===== config.mk =====
export PLATFORM = sky130hd
export DESIGN_NAME = swc_top
export DESIGN_NICKNAME = d
export VERILOG_FILES = /design/src/swc_pkg.sv /design/src/swc_top.sv /design/src/swc_wake_gate.sv
export SDC_FILE = /design/constraint.sdc
export NUM_CORES = 1
export LEC_CHECK = 0
export BUFFER_PORTS_ARGS = -buffer_cell sky130_fd_sc_hd__buf_2
export CAP_MARGIN = 40
export CORE_UTILIZATION = 35
export CTS_CLUSTER_SIZE = 24
export DETAILED_ROUTE_END_ITERATION = 6
export PLACE_DENSITY_LB_ADDON = 0.12
export SYNTH_ARGS = -nofsm -noshare
export SYNTH_HDL_FRONTEND = slang
export SYNTH_SLANG_ARGS = --single-unit

===== constraint.sdc =====
create_clock -name pclk -period 3.1 [get_ports pclk]
set_input_delay 0.465 -clock pclk [delete_from_list [all_inputs] [get_ports pclk]]
set_output_delay 0.465 -clock pclk [all_outputs]
set_load 0.1 [all_outputs]

===== src/swc_pkg.sv =====
package swc_pkg;
  // wake source indices
  localparam int SRC_TMR1  = 0;
  localparam int SRC_RX    = 1;
  localparam int SRC_ADC   = 2;
  localparam int SRC_IOC   = 3;
  localparam int SRC_EXT   = 4;
  localparam int SRC_CAPA  = 5;
  localparam int SRC_CAPB  = 6;
  localparam int SRC_SSP   = 7;
  localparam int NSRC      = 8;

  // register byte addresses
  localparam logic [11:0] ADDR_CTRL   = 12'h000;
  localparam logic [11:0] ADDR_STATUS = 12'h004;
  localparam logic [11:0] ADDR_ENABLE = 12'h008;
  localparam logic [11:0] ADDR_MODE   = 12'h00C;

  // ctrl fields
  localparam int CTRL_GIE   = 0;
  localparam int CTRL_WDTEN = 1;
  // status fields
  localparam int ST_PD      = 0;
  localparam int ST_TO      = 1;
  localparam int ST_ASLEEP  = 2;
  // mode fields
  localparam int MODE_T1ASYNC = 0;
  localparam int MODE_RXSLAVE = 1;
  localparam int MODE_ADC_RC  = 2;
  localparam int MODE_SSPSLV  = 3;

  localparam logic [15:0] IRQ_VECTOR   = 16'h0004;
  localparam logic [7:0]  RST_ENABLE   = 8'h00;
  localparam logic [3:0]  RST_MODE     = 4'h0;
  localparam logic [1:0]  RST_CTRL     = 2'h0;
  localparam int          WDT_W        = 16;
  localparam logic [15:0] WDT_LIMIT    = 16'hFFFF;

  typedef enum logic [1:0] {
    SWC_RUN,
    SWC_SLEEP,
    SWC_RESUME
  } swc_state_e;

  typedef struct packed {
    logic        sleep_exec;
    logic [15:0] pc;
  } swc_core_s;

  typedef struct packed {
    logic        redirect;
    logic [15:0] target;
  } swc_jump_s;
endpackage : swc_pkg


===== src/swc_top.sv =====
// Register access over APB and the register offsets were decided locally.
`timescale 1ns/100ps
module swc_top
  import swc_pkg::*;
(
  input  wire logic            pclk,
  input  wire logic            presetn,
  input  wire logic            psel,
  input  wire logic            penable,
  input  wire logic            pwrite,
  input  wire logic [11:0]     paddr,
  input  wire logic [31:0]     pwdata,
  output logic      [31:0]     prdata,
  output logic                 pready,
  output logic                 pslverr,
  input  wire swc_core_s       core,
  input  wire logic [NSRC-1:0] irq_flag_pin,
  input  wire logic            master_clear_pin,
  input  wire logic [7:0]      pin_out_in,
  input  wire logic [7:0]      pin_oe_in,
  output logic      [7:0]      pin_out,
  output logic      [7:0]      pin_oe,
  output logic                 osc_drive_en,
  output logic                 core_clk_en,
  output logic                 device_reset,
  output logic                 master_clear_pin_pin_out,
  output logic                 master_clear_pin_pin_oe,
  output logic                 wdt_reset,
  output logic                 prefetch,
  output logic      [15:0]     prefetch_addr,
  output swc_jump_s            jump
);
  swc_state_e       state;
  logic [NSRC-1:0]  flag_s1;
  logic [NSRC-1:0]  flag_s2;
  logic             master_clear_pin_s1;
  logic             master_clear_pin_s2;
  logic [1:0]       ctrl;
  logic [NSRC-1:0]  enable;
  logic [3:0]       mode;
  logic             power_down_flag;
  logic             timeout_flag;
  logic [WDT_W-1:0] wdt_cnt;
  logic             wake_req;
  logic             wdt_expire;
  logic             sleep_go;
  logic             wr_en;
  logic             rd_en;

  // pin inputs through two flops
  always_ff @(posedge pclk or negedge presetn) begin
    if (!presetn) begin
      flag_s1 <= '0;
      flag_s2 <= '0;
      master_clear_pin_s1 <= 1'b1;
      master_clear_pin_s2 <= 1'b1;
    end else begin
      flag_s1 <= irq_flag_pin;
      flag_s2 <= flag_s1;
      master_clear_pin_s1 <= master_clear_pin;
      master_clear_pin_s2 <= master_clear_pin_s1;
    end
  end

  swc_wake_gate swc_wake_gate_inst (
    .flag     (flag_s2),
    .enable   (enable),
    .mode     (mode),
    .wake_req (wake_req)
  );

  // APB slave, zero wait
  assign wr_en = psel && penable && pwrite;
  assign rd_en = psel && penable && !pwrite;

  function automatic logic mapped(input logic [11:0] a);
    mapped = (a == ADDR_CTRL) || (a == ADDR_STATUS) || (a == ADDR_ENABLE) || (a == ADDR_MODE);
  endfunction : mapped

  always_ff @(posedge pclk or negedge presetn) begin
    if (!presetn) begin
      ctrl   <= RST_CTRL;
      enable <= RST_ENABLE;
      mode   <= RST_MODE;
    end else if (wr_en) begin
      if (paddr == ADDR_CTRL) begin
        ctrl <= pwdata[1:0];
      end
      if (paddr == ADDR_ENABLE) begin
        enable <= pwdata[NSRC-1:0];
      end
      if (paddr == ADDR_MODE) begin
        mode <= pwdata[3:0];
      end
    end
  end

  always_ff @(posedge pclk or negedge presetn) begin
    if (!presetn) begin
      prdata  <= 32'h0;
      pready  <= 1'b0;
      pslverr <= 1'b0;
    end else begin
      pready  <= psel && !penable;
      pslverr <= psel && !penable && !mapped(paddr);
      prdata  <= 32'h0;
      if (psel && !penable && !pwrite) begin
        unique case (paddr)
          ADDR_CTRL:   prdata <= {30'h0, ctrl};
          ADDR_STATUS: prdata <= {29'h0, state == SWC_SLEEP, timeout_flag, power_down_flag};
          ADDR_ENABLE: prdata <= {24'h0, enable};
          ADDR_MODE:   prdata <= {28'h0, mode};
          default:     prdata <= 32'h0;
        endcase
      end
    end
  end

  // sleep only via the instruction strobe
  assign sleep_go   = (state == SWC_RUN) && core.sleep_exec;
  assign wdt_expire = ctrl[CTRL_WDTEN] && (wdt_cnt == WDT_LIMIT);

  always_ff @(posedge pclk or negedge presetn) begin
    if (!presetn) begin
      state <= SWC_RUN;
    end else if (!master_clear_pin_s2) begin
      state <= SWC_RUN;
    end else begin
      unique case (state)
        SWC_RUN:    if (sleep_go) state <= SWC_SLEEP;
        // pending request still completes entry, then leaves next cycle
        SWC_SLEEP:  if (wake_req || wdt_expire) state <= SWC_RESUME;
        SWC_RESUME: state <= SWC_RUN;
      endcase
    end
  end

  // watchdog counts in sleep too; cleared on entry and on wake
  always_ff @(posedge pclk or negedge presetn) begin
    if (!presetn) begin
      wdt_cnt <= '0;
    end else if (!ctrl[CTRL_WDTEN] || sleep_go || state == SWC_RESUME || wdt_expire) begin
      wdt_cnt <= '0;
    end else begin
      wdt_cnt <= wdt_cnt + 1'b1;
    end
  end

  always_ff @(posedge pclk or negedge presetn) begin
    if (!presetn) begin
      power_down_flag <= 1'b1;
      timeout_flag    <= 1'b1;
    end else if (!master_clear_pin_s2) begin
      power_down_flag <= 1'b1;
      timeout_flag    <= 1'b1;
    end else if (sleep_go) begin
      power_down_flag <= 1'b0;
      timeout_flag    <= 1'b1;
    end else if (state == SWC_SLEEP && wdt_expire) begin
      timeout_flag    <= 1'b0;
    end
  end

  // wake / reset outputs
  always_ff @(posedge pclk or negedge presetn) begin
    if (!presetn) begin
      device_reset <= 1'b1;
      wdt_reset    <= 1'b0;
      master_clear_pin_pin_out <= 1'b0;
      master_clear_pin_pin_oe  <= 1'b0;
    end else begin
      device_reset <= !master_clear_pin_s2;
      wdt_reset    <= (state == SWC_RUN) && wdt_expire;
      master_clear_pin_pin_out <= 1'b0;
      master_clear_pin_pin_oe  <= 1'b0;
    end
  end

  // oscillator and core clock gating
  always_ff @(posedge pclk or negedge presetn) begin
    if (!presetn) begin
      osc_drive_en <= 1'b1;
      core_clk_en  <= 1'b1;
    end else begin
      osc_drive_en <= !(sleep_go || (state == SWC_SLEEP && !(wake_req || wdt_expire)));
      core_clk_en  <= !(sleep_go || (state == SWC_SLEEP && !(wake_req || wdt_expire)));
    end
  end

  // pins frozen during sleep
  always_ff @(posedge pclk or negedge presetn) begin
    if (!presetn) begin
      pin_out <= 8'h00;
      pin_oe  <= 8'h00;
    end else if (state == SWC_RUN && !sleep_go) begin
      pin_out <= pin_out_in;
      pin_oe  <= pin_oe_in;
    end else if (state == SWC_RESUME) begin
      pin_out <= pin_out_in;
      pin_oe  <= pin_oe_in;
    end
  end

  // prefetch next, then vector after it when an enabled source wakes it with global enable set
  always_ff @(posedge pclk or negedge presetn) begin
    if (!presetn) begin
      prefetch      <= 1'b0;
      prefetch_addr <= 16'h0000;
      jump          <= '0;
    end else begin
      prefetch <= sleep_go;
      if (sleep_go) begin
        prefetch_addr <= core.pc + 16'h0001;
      end
      jump.redirect <= (state == SWC_RESUME) && wake_req && ctrl[CTRL_GIE];
      jump.target   <= IRQ_VECTOR;
    end
  end

  AST_SLEEP_CLEARS_PD: assert property (@(posedge pclk) disable iff (!presetn)
    sleep_go && master_clear_pin_s2 |=> !power_down_flag && timeout_flag)
    else $error("sleep entry did not update status flags");
  AST_ONLY_INSTR: assert property (@(posedge pclk) disable iff (!presetn)
    $rose(state == SWC_SLEEP) |-> $past(core.sleep_exec))
    else $error("sleep entered without instruction");
  AST_WDT_CLEARED: assert property (@(posedge pclk) disable iff (!presetn)
    sleep_go |=> wdt_cnt == '0)
    else $error("watchdog not cleared on sleep");
  AST_OSC_OFF: assert property (@(posedge pclk) disable iff (!presetn)
    sleep_go |=> !osc_drive_en)
    else $error("oscillator still driven in sleep");
  AST_PINS_HELD: assert property (@(posedge pclk) disable iff (!presetn)
    state == SWC_SLEEP && $past(state == SWC_SLEEP) |-> $stable(pin_out) && $stable(pin_oe))
    else $error("pins changed in sleep");
  AST_NO_MASTER_CLEAR_PIN_DRIVE: assert property (@(posedge pclk) disable iff (!presetn)
    !master_clear_pin_pin_oe)
    else $error("master clear driven");
  AST_WAKE_FAST: assert property (@(posedge pclk) disable iff (!presetn)
    state == SWC_SLEEP && wake_req && master_clear_pin_s2 |=> state == SWC_RESUME ##1 state == SWC_RUN)
    else $error("wake did not follow pending request");
  AST_WDT_WAKE_TO: assert property (@(posedge pclk) disable iff (!presetn)
    state == SWC_SLEEP && wdt_expire && master_clear_pin_s2 |=> !timeout_flag)
    else $error("timeout flag not cleared on watchdog wake");
  AST_VECTOR: assert property (@(posedge pclk) disable iff (!presetn)
    state == SWC_RESUME && wake_req && !ctrl[CTRL_GIE] |=> !jump.redirect)
    else $error("vectored with global enable clear");
  AST_PREFETCH: assert property (@(posedge pclk) disable iff (!presetn)
    sleep_go |=> prefetch && prefetch_addr == $past(core.pc) + 16'h0001)
    else $error("prefetch address wrong");
endmodule : swc_top


===== src/swc_wake_gate.sv =====
`timescale 1ns/100ps
module swc_wake_gate
  import swc_pkg::*;
(
  input  wire logic [NSRC-1:0] flag,
  input  wire logic [NSRC-1:0] enable,
  input  wire logic [3:0]      mode,
  output logic                 wake_req
);
  logic [NSRC-1:0] capable;

  always_comb begin
    capable           = '1;
    capable[SRC_TMR1] = mode[MODE_T1ASYNC];
    capable[SRC_RX]   = mode[MODE_RXSLAVE];
    capable[SRC_ADC]  = mode[MODE_ADC_RC];
    capable[SRC_SSP]  = mode[MODE_SSPSLV];
  end

  // ioc, ext and captures always capable; global enable not involved
  assign wake_req = |(flag & enable & capable);
endmodule : swc_wake_gate


Yosys cells after proc, flatten, opt, wreduce, memory -nomap -nowiden
Cells that the tools add are included.

word-level totals
  output and inout port bits = 90
  logic and storage cells = 90
  bits of input ports = 91
  register bits after elaboration = 124

operators by class
  equality and inequality tests = 10
  bitwise operators = 2
  $add $sub $neg = 2
  reductions and logical operators = 37
  multiplexer cells = 16

operators by type and width
  operator                 number
  $mux W8                  5
  $add A16 B1 Y16 const B  2
  $pmux W8 S4              1
  $eq A12 B4 Y1 const B    2
  $and A8 B8 Y8            2
  $eq A16 B16 Y1 const B   1
  $mux W16                 1
  $logic_and A1 B1 Y1      13
  $eq A12 B3 Y1 const B    1
  $logic_not A12 Y1        1
  $logic_not A1 Y1         8
  $logic_or A1 B1 Y1       8
  $reduce_and A2 Y1        4
  $reduce_or A8 Y1         1
  $mux W2                  3
  $pmux W2 S3              1
  $mux W1                  5
  $ne A3 B1 Y1 const B     1
  $ne A3 B2 Y1 const B     1
  $ne A3 B3 Y1 const B     1
  $eq A2 B1 Y1 const B     1
  $eq A2 B2 Y1 const B     1
  $logic_not A2 Y1         1
  $ne A2 B1 Y1 const B     1
  $reduce_bool A2 Y1       1

Longest topological paths before layout
  depth after elaboration = 8
  gate-level depth with buffers = 8
  gate-level depth less buffers = 6

By module
A second synthesis with hierarchy kept.

unflattened totals
  cell total of the unflattened synthesis = 387
  area, all modules = 4538.1 um^2

by module, submodules not included
  module         area each (um^2)  cells an instance  seq. area each (um^2)  times used
  swc_top        4484.3            380                2509.9                 1
  swc_wake_gate  53.8              7                  0.0                    1

Worst setup path before layout
No wires, ideal clock.

  path type = input to register
  start = input port paddr[1]
  end = register enable[0]
  required time = 2975 ps
  arrival time = 1885 ps
  library setup time = 125 ps
  path slack = 1090 ps
  cell stages on the path = 5
  path buffers = 0
  cells stage by stage = nor4_1 -> and4_1 -> nand2_1 -> nor3_2 -> mux2_2

between the ends
  longest elaborated chain between the ends = 2

ends and longest elaborated chain
  item                         line           text
  start, declared              swc_top.sv:11  input wire logic [11:0] paddr,
  $eq A12 B4 Y1                swc_top.sv:89  if (paddr == ADDR_ENABLE) begin
  $reduce_and A2 Y1 (no line)  n/a
  end signal, assigned         swc_top.sv:90  enable <= pwdata[NSRC-1:0];
  end, declared                swc_top.sv:39  logic [NSRC-1:0] enable;

Every way passes these cells.
A chain may end at the register's enable or synchronous reset.

Worst setup path in the final report
  start = register wdt_cnt[2]
  end = register state[0]

between the ends
  longest elaborated chain between the ends = 5

ends and longest elaborated chain
  item                         line            text
  start, declared              swc_top.sv:43   logic [WDT_W-1:0] wdt_cnt;
  start signal, assigned       swc_top.sv:145  wdt_cnt <= wdt_cnt + 1'b1;
  $eq A16 B16 Y1               swc_top.sv:121  assign wdt_expire = ctrl[CTRL_WDTEN] && (wdt_cnt == WDT_LIMIT);
  $logic_and A1 B1 Y1          swc_top.sv:121
  $logic_or A1 B1 Y1           swc_top.sv:132  SWC_SLEEP: if (wake_req || wdt_expire) state <= SWC_RESUME;
  $ne A3 B2 Y1 (no line)       n/a
  $reduce_and A2 Y1 (no line)  n/a
  end signal, assigned         swc_top.sv:125  state <= SWC_RUN;
  end signal, assigned         swc_top.sv:132
  end signal, assigned         swc_top.sv:133  SWC_RESUME: state <= SWC_RUN;
  end, declared                swc_top.sv:33   swc_state_e state;

Every way passes these cells.

==> impl_results.html <==
<table>
<tr><th>Metric</th><th>Value</th></tr>
<tr><th colspan="2">Synthesis</th></tr>
<tr><td>Number of storage elements in the synthesis netlist</td><td>100</td></tr>
<tr><td>Share of flip-flops with an asynchronous set or reset after synthesis</td><td>100%</td></tr>
<tr><td>Number of warnings reported in the yosys synthesis log</td><td>0</td></tr>
<tr><td>Post-synth EDFFs</td><td>0</td></tr>
<tr><td>Sequential share of the synthesized area</td><td>a little under three fifths</td></tr>
<tr><td>Post-synthesis area per instance</td><td>between 10 and 15 um2</td></tr>
<tr><td>Most common flop cell mapped by yosys</td><td>dfrtp_1</td></tr>
<tr><td>Number of unique standard cell types used by synthesis</td><td>38</td></tr>
<tr><td>Cell Area, Synth</td><td>4400 um2</td></tr>
<tr><td>Number of standard cells after synthesis</td><td>377</td></tr>
<tr><th colspan="2">STA</th></tr>
<tr><td>Worst relative slew slack</td><td>between 50% and 60%</td></tr>
<tr><td>Least-Margin Pin Slew</td><td>about 0.64 ns</td></tr>
<tr><td># setup viols final</td><td>0</td></tr>
<tr><td>Total count of max-transition violations in the final report</td><td>0</td></tr>
<tr><td>Final period demand of the worst path</td><td>2.08 ns</td></tr>
<tr><td>Final period util</td><td>67.2%</td></tr>
<tr><td>Maximum operating frequency</td><td>roughly 0.48 GHz</td></tr>
<tr><td>Hold Worst Slack</td><td>approximately 0.04 ns</td></tr>
<tr><td>Post-route setup TNS</td><td>0 ns</td></tr>
<tr><td>Setup repair after global routing missed its margin</td><td>false</td></tr>
<tr><td>Count of endpoints failing hold in the final timing report</td><td>0</td></tr>
<tr><td>Post-route worst setup slack</td><td>around 1.0 ns</td></tr>
<tr><td>Post-route clock skew</td><td>around 0.010 ns</td></tr>
<tr><th colspan="2">Run</th></tr>
<tr><td>Max Cap Viol</td><td>0</td></tr>
<tr><th colspan="2">Worst setup path</th></tr>
<tr><td>Crit. End Element</td><td>flip-flop</td></tr>
<tr><td>Critical path type</td><td>flip-flop to flip-flop</td></tr>
<tr><td>Worst Path Max Fanout</td><td>6</td></tr>
<tr><td>CP required</td><td>about 3.4 ns</td></tr>
<tr><td>Arrival time worst endpoint</td><td>roughly 2.3 ns</td></tr>
<tr><td>Element type at the critical path start</td><td>flip-flop</td></tr>
<tr><th colspan="2">Routing</th></tr>
<tr><td>Avg Vias per Cell</td><td>between 4 and 5</td></tr>
<tr><td>Total wire length</td><td>8110 um</td></tr>
<tr><td>Routed length per placed instance</td><td>12.1 um</td></tr>
<tr><td>DRC marker count from the first detailed-route iteration</td><td>129</td></tr>
<tr><td>Drc violations</td><td>0</td></tr>
<tr><td>Vias after detailed routing</td><td>2885</td></tr>
<tr><td>DRT Pass-1 Iters</td><td>4</td></tr>
<tr><td>Routed Antenna Nets</td><td>0</td></tr>
<tr><th colspan="2">Clocking</th></tr>
<tr><td>Clock buffer count from CTS</td><td>9</td></tr>
<tr><td>Post-CTS resize count</td><td>0</td></tr>
<tr><td>Clock latency on the worst-skew pair</td><td>between 0.3 and 0.4 ns</td></tr>
<tr><td>Root buffer cell</td><td>clkbuf_16</td></tr>
<tr><td>CTS tree</td><td>built</td></tr>
<tr><td>Number of hold-repair buffers added at the cts stage</td><td>0</td></tr>
<tr><td>Largest buffer count on any clock path</td><td>2</td></tr>
<tr><td>H-tree lvl count</td><td>3</td></tr>
<tr><td>CTS sink cnt</td><td>100</td></tr>
<tr><td>Buffers inserted during post-CTS setup optimization</td><td>0</td></tr>
<tr><td>Reg clk slew, reported paths</td><td>0.06 ns</td></tr>
<tr><th colspan="2">Place</th></tr>
<tr><td>Detailed-placement wirelength estimate</td><td>6050 um</td></tr>
<tr><td>Setup slack at placement</td><td>0.708 ns</td></tr>
<tr><td>Number of buffer cells added on primary ports</td><td>115</td></tr>
<tr><td>Weighted congestion reported at the end of routability-driven placement</td><td>0.720</td></tr>
<tr><th colspan="2">Finish</th></tr>
<tr><td>Number of antenna cells inserted</td><td>0</td></tr>
<tr><td>Most frequent cells in the layout</td><td>114 x buf_2, 94 x dfrtp_1, 42 x conb_1</td></tr>
<tr><td>Fraction of final layout cells with drive strength greater than 1</td><td>a little over a third</td></tr>
<tr><td>Core Util, Final</td><td>around 44%</td></tr>
<tr><td>Most common library cell in the layout ignoring fill and taps</td><td>buf_2</td></tr>
<tr><td>Growth of design area from synthesis to finish</td><td>21.7%</td></tr>
<tr><td>Post-layout net count</td><td>a little under 600</td></tr>
<tr><th colspan="2">Outcome</th></tr>
<tr><td>Outcome</td><td>completed</td></tr>
<tr><th colspan="2">Power</th></tr>
<tr><td>Static leakage power</td><td>2.59 nW</td></tr>
<tr><td>Power density over the cells</td><td>~1000 nW/um2</td></tr>
<tr><td>Peak ir drop on the vdd network</td><td>between 0.7 and 0.8 mV</td></tr>
<tr><th colspan="2">Die</th></tr>
<tr><td>Core outline area</td><td>~12000 um2</td></tr>
<tr><td>Overall die width</td><td>around 110 um</td></tr>
<tr><td>Starting density of the core</td><td>a little over a third</td></tr>
<tr><td>Standard-cell row count</td><td>40</td></tr>
<tr><td>DIE AREA</td><td>approximately 13000 um2</td></tr>
<tr><td>Floorplan die height</td><td>around 110 um</td></tr>
<tr><td>Number of ports placed on the die boundary</td><td>approximately 180</td></tr>
<tr><th colspan="2">GRT</th></tr>
<tr><td>First-pass GRT wire length</td><td>13500 um</td></tr>
<tr><td>Maximum number of pins on one net before global-route repair</td><td>55</td></tr>
<tr><td>Global route overflow</td><td>0</td></tr>
<tr><td>GR Util All Layers</td><td>about an eighth</td></tr>
<tr><td>Antenna violations before repair</td><td>0</td></tr>
<tr><td>Number of global-route vias before repair</td><td>roughly 2800</td></tr>
<tr><th colspan="2">Worst hold path</th></tr>
<tr><td>Kind of path behind the tightest hold check</td><td>input port to asynchronous set/reset pin</td></tr>
</table>
-- metrics by stage --
step	instances	total power, W	instance area (um2)
6_report	670	0.00557	5360
5_1_grt	670	0.00580	5360
4_1_cts	670	0.00563	5360
3_5_place_dp	654	0.00441	5030
3_3_place_gp	653	0.00438	5000
2_1_floorplan	417	0.00402	4550
-- sequential cells by signal, indices dropped and copies added, names as in the netlist, 4 cells and up --
name,cells
prefetch_addr,16
enable,8
flag_s2,8
prdata,8
wdt_cnt,16
pin_oe,8
pin_out,8
flag_s1,8
mode,4
-- worst max-delay path, stage by stage, from the launching register on --
cell	delay, ns
dfrtp_1	0.39
and3_1	0.24
nand3_1	0.26
or4_4	0.68
a31oi_4	0.22
mux2i_1	0.21
-- where the power goes --
part | internal, W | switching, W
Sequential | 0.00156 | 0.000116
Combinational | 0.000408 | 0.00228
Clock | 0.000733 | 0.000477
Total | 0.00270 | 0.00287
-- area by class of cell --
| class | count | area [um2] |
|---|---|---|
| clock buffers | 11 | 243 |
| clock inverters | 5 | 82.6 |
| fillers | 1172 | 6760 |
| inverters | 12 | 45.0 |
| multi-input cells | 254 | 1630 |
| flip-flops and latches | 100 | 2510 |
| well taps | 168 | 210 |
| repair buffers | 120 | 636 |
-- cells in the mapped netlist (5+ instances only) --
cell | instances | area, um2
xor2_1 | 13 | 114
dfrtp_1 | 94 | 2350
clkbuf_1 | 6 | 22.5
nand2_1 | 36 | 135
and2_1 | 5 | 31.3
and3_1 | 5 | 31.3
nor2_1 | 32 | 120
mux2_2 | 30 | 338
dfstp_2 | 6 | 158
nand4_1 | 7 | 43.8
buf_4 | 42 | 315
inv_1 | 12 | 45.0
nor3_1 | 8 | 40.0
o21ai_0 | 16 | 80.1
xnor2_1 | 15 | 131
nand3_1 | 10 | 50.1
ha_1 | 6 | 75.1
-- path summary, 6_finish.rpt --
check                                  from                   to  slack, ns  cells after the start
max in group asynchronous           presetn           flag_s2[7]       2.22                      3
setup reg to reg                 wdt_cnt[2]             state[0]       1.02                      5
hold / removal                      presetn     prefetch_addr[7]       0.04                      1
min in group pclk          master_clear_pin  master_clear_pin_s1       0.23                      1
hold reg to reg                  flag_s1[7]           flag_s2[7]       0.35                      0
setup / recovery                 wdt_cnt[2]             state[0]       1.02                      5
-- layer usage --
layer	vias up	global-route usage, %	share of wire [%]
li1	1413	-	-
met1	1365	17.7	46
met2	96	20.8	46
met3	11	3.18	5.9
met4	0	6.23	1.9
met5	-	0	0
-- kinds of logic after synthesis --
group / share of synthesized area (%)
simple gates: 13.3
flops: 57.1
buf+inv: 9.33
mux: 9.61
xor+xnor: 5.57
compound gates: 3.27
fa+ha+maj: 1.71
other cells: 0.171
No activity file was read; power rests on OpenSTA's default activity.
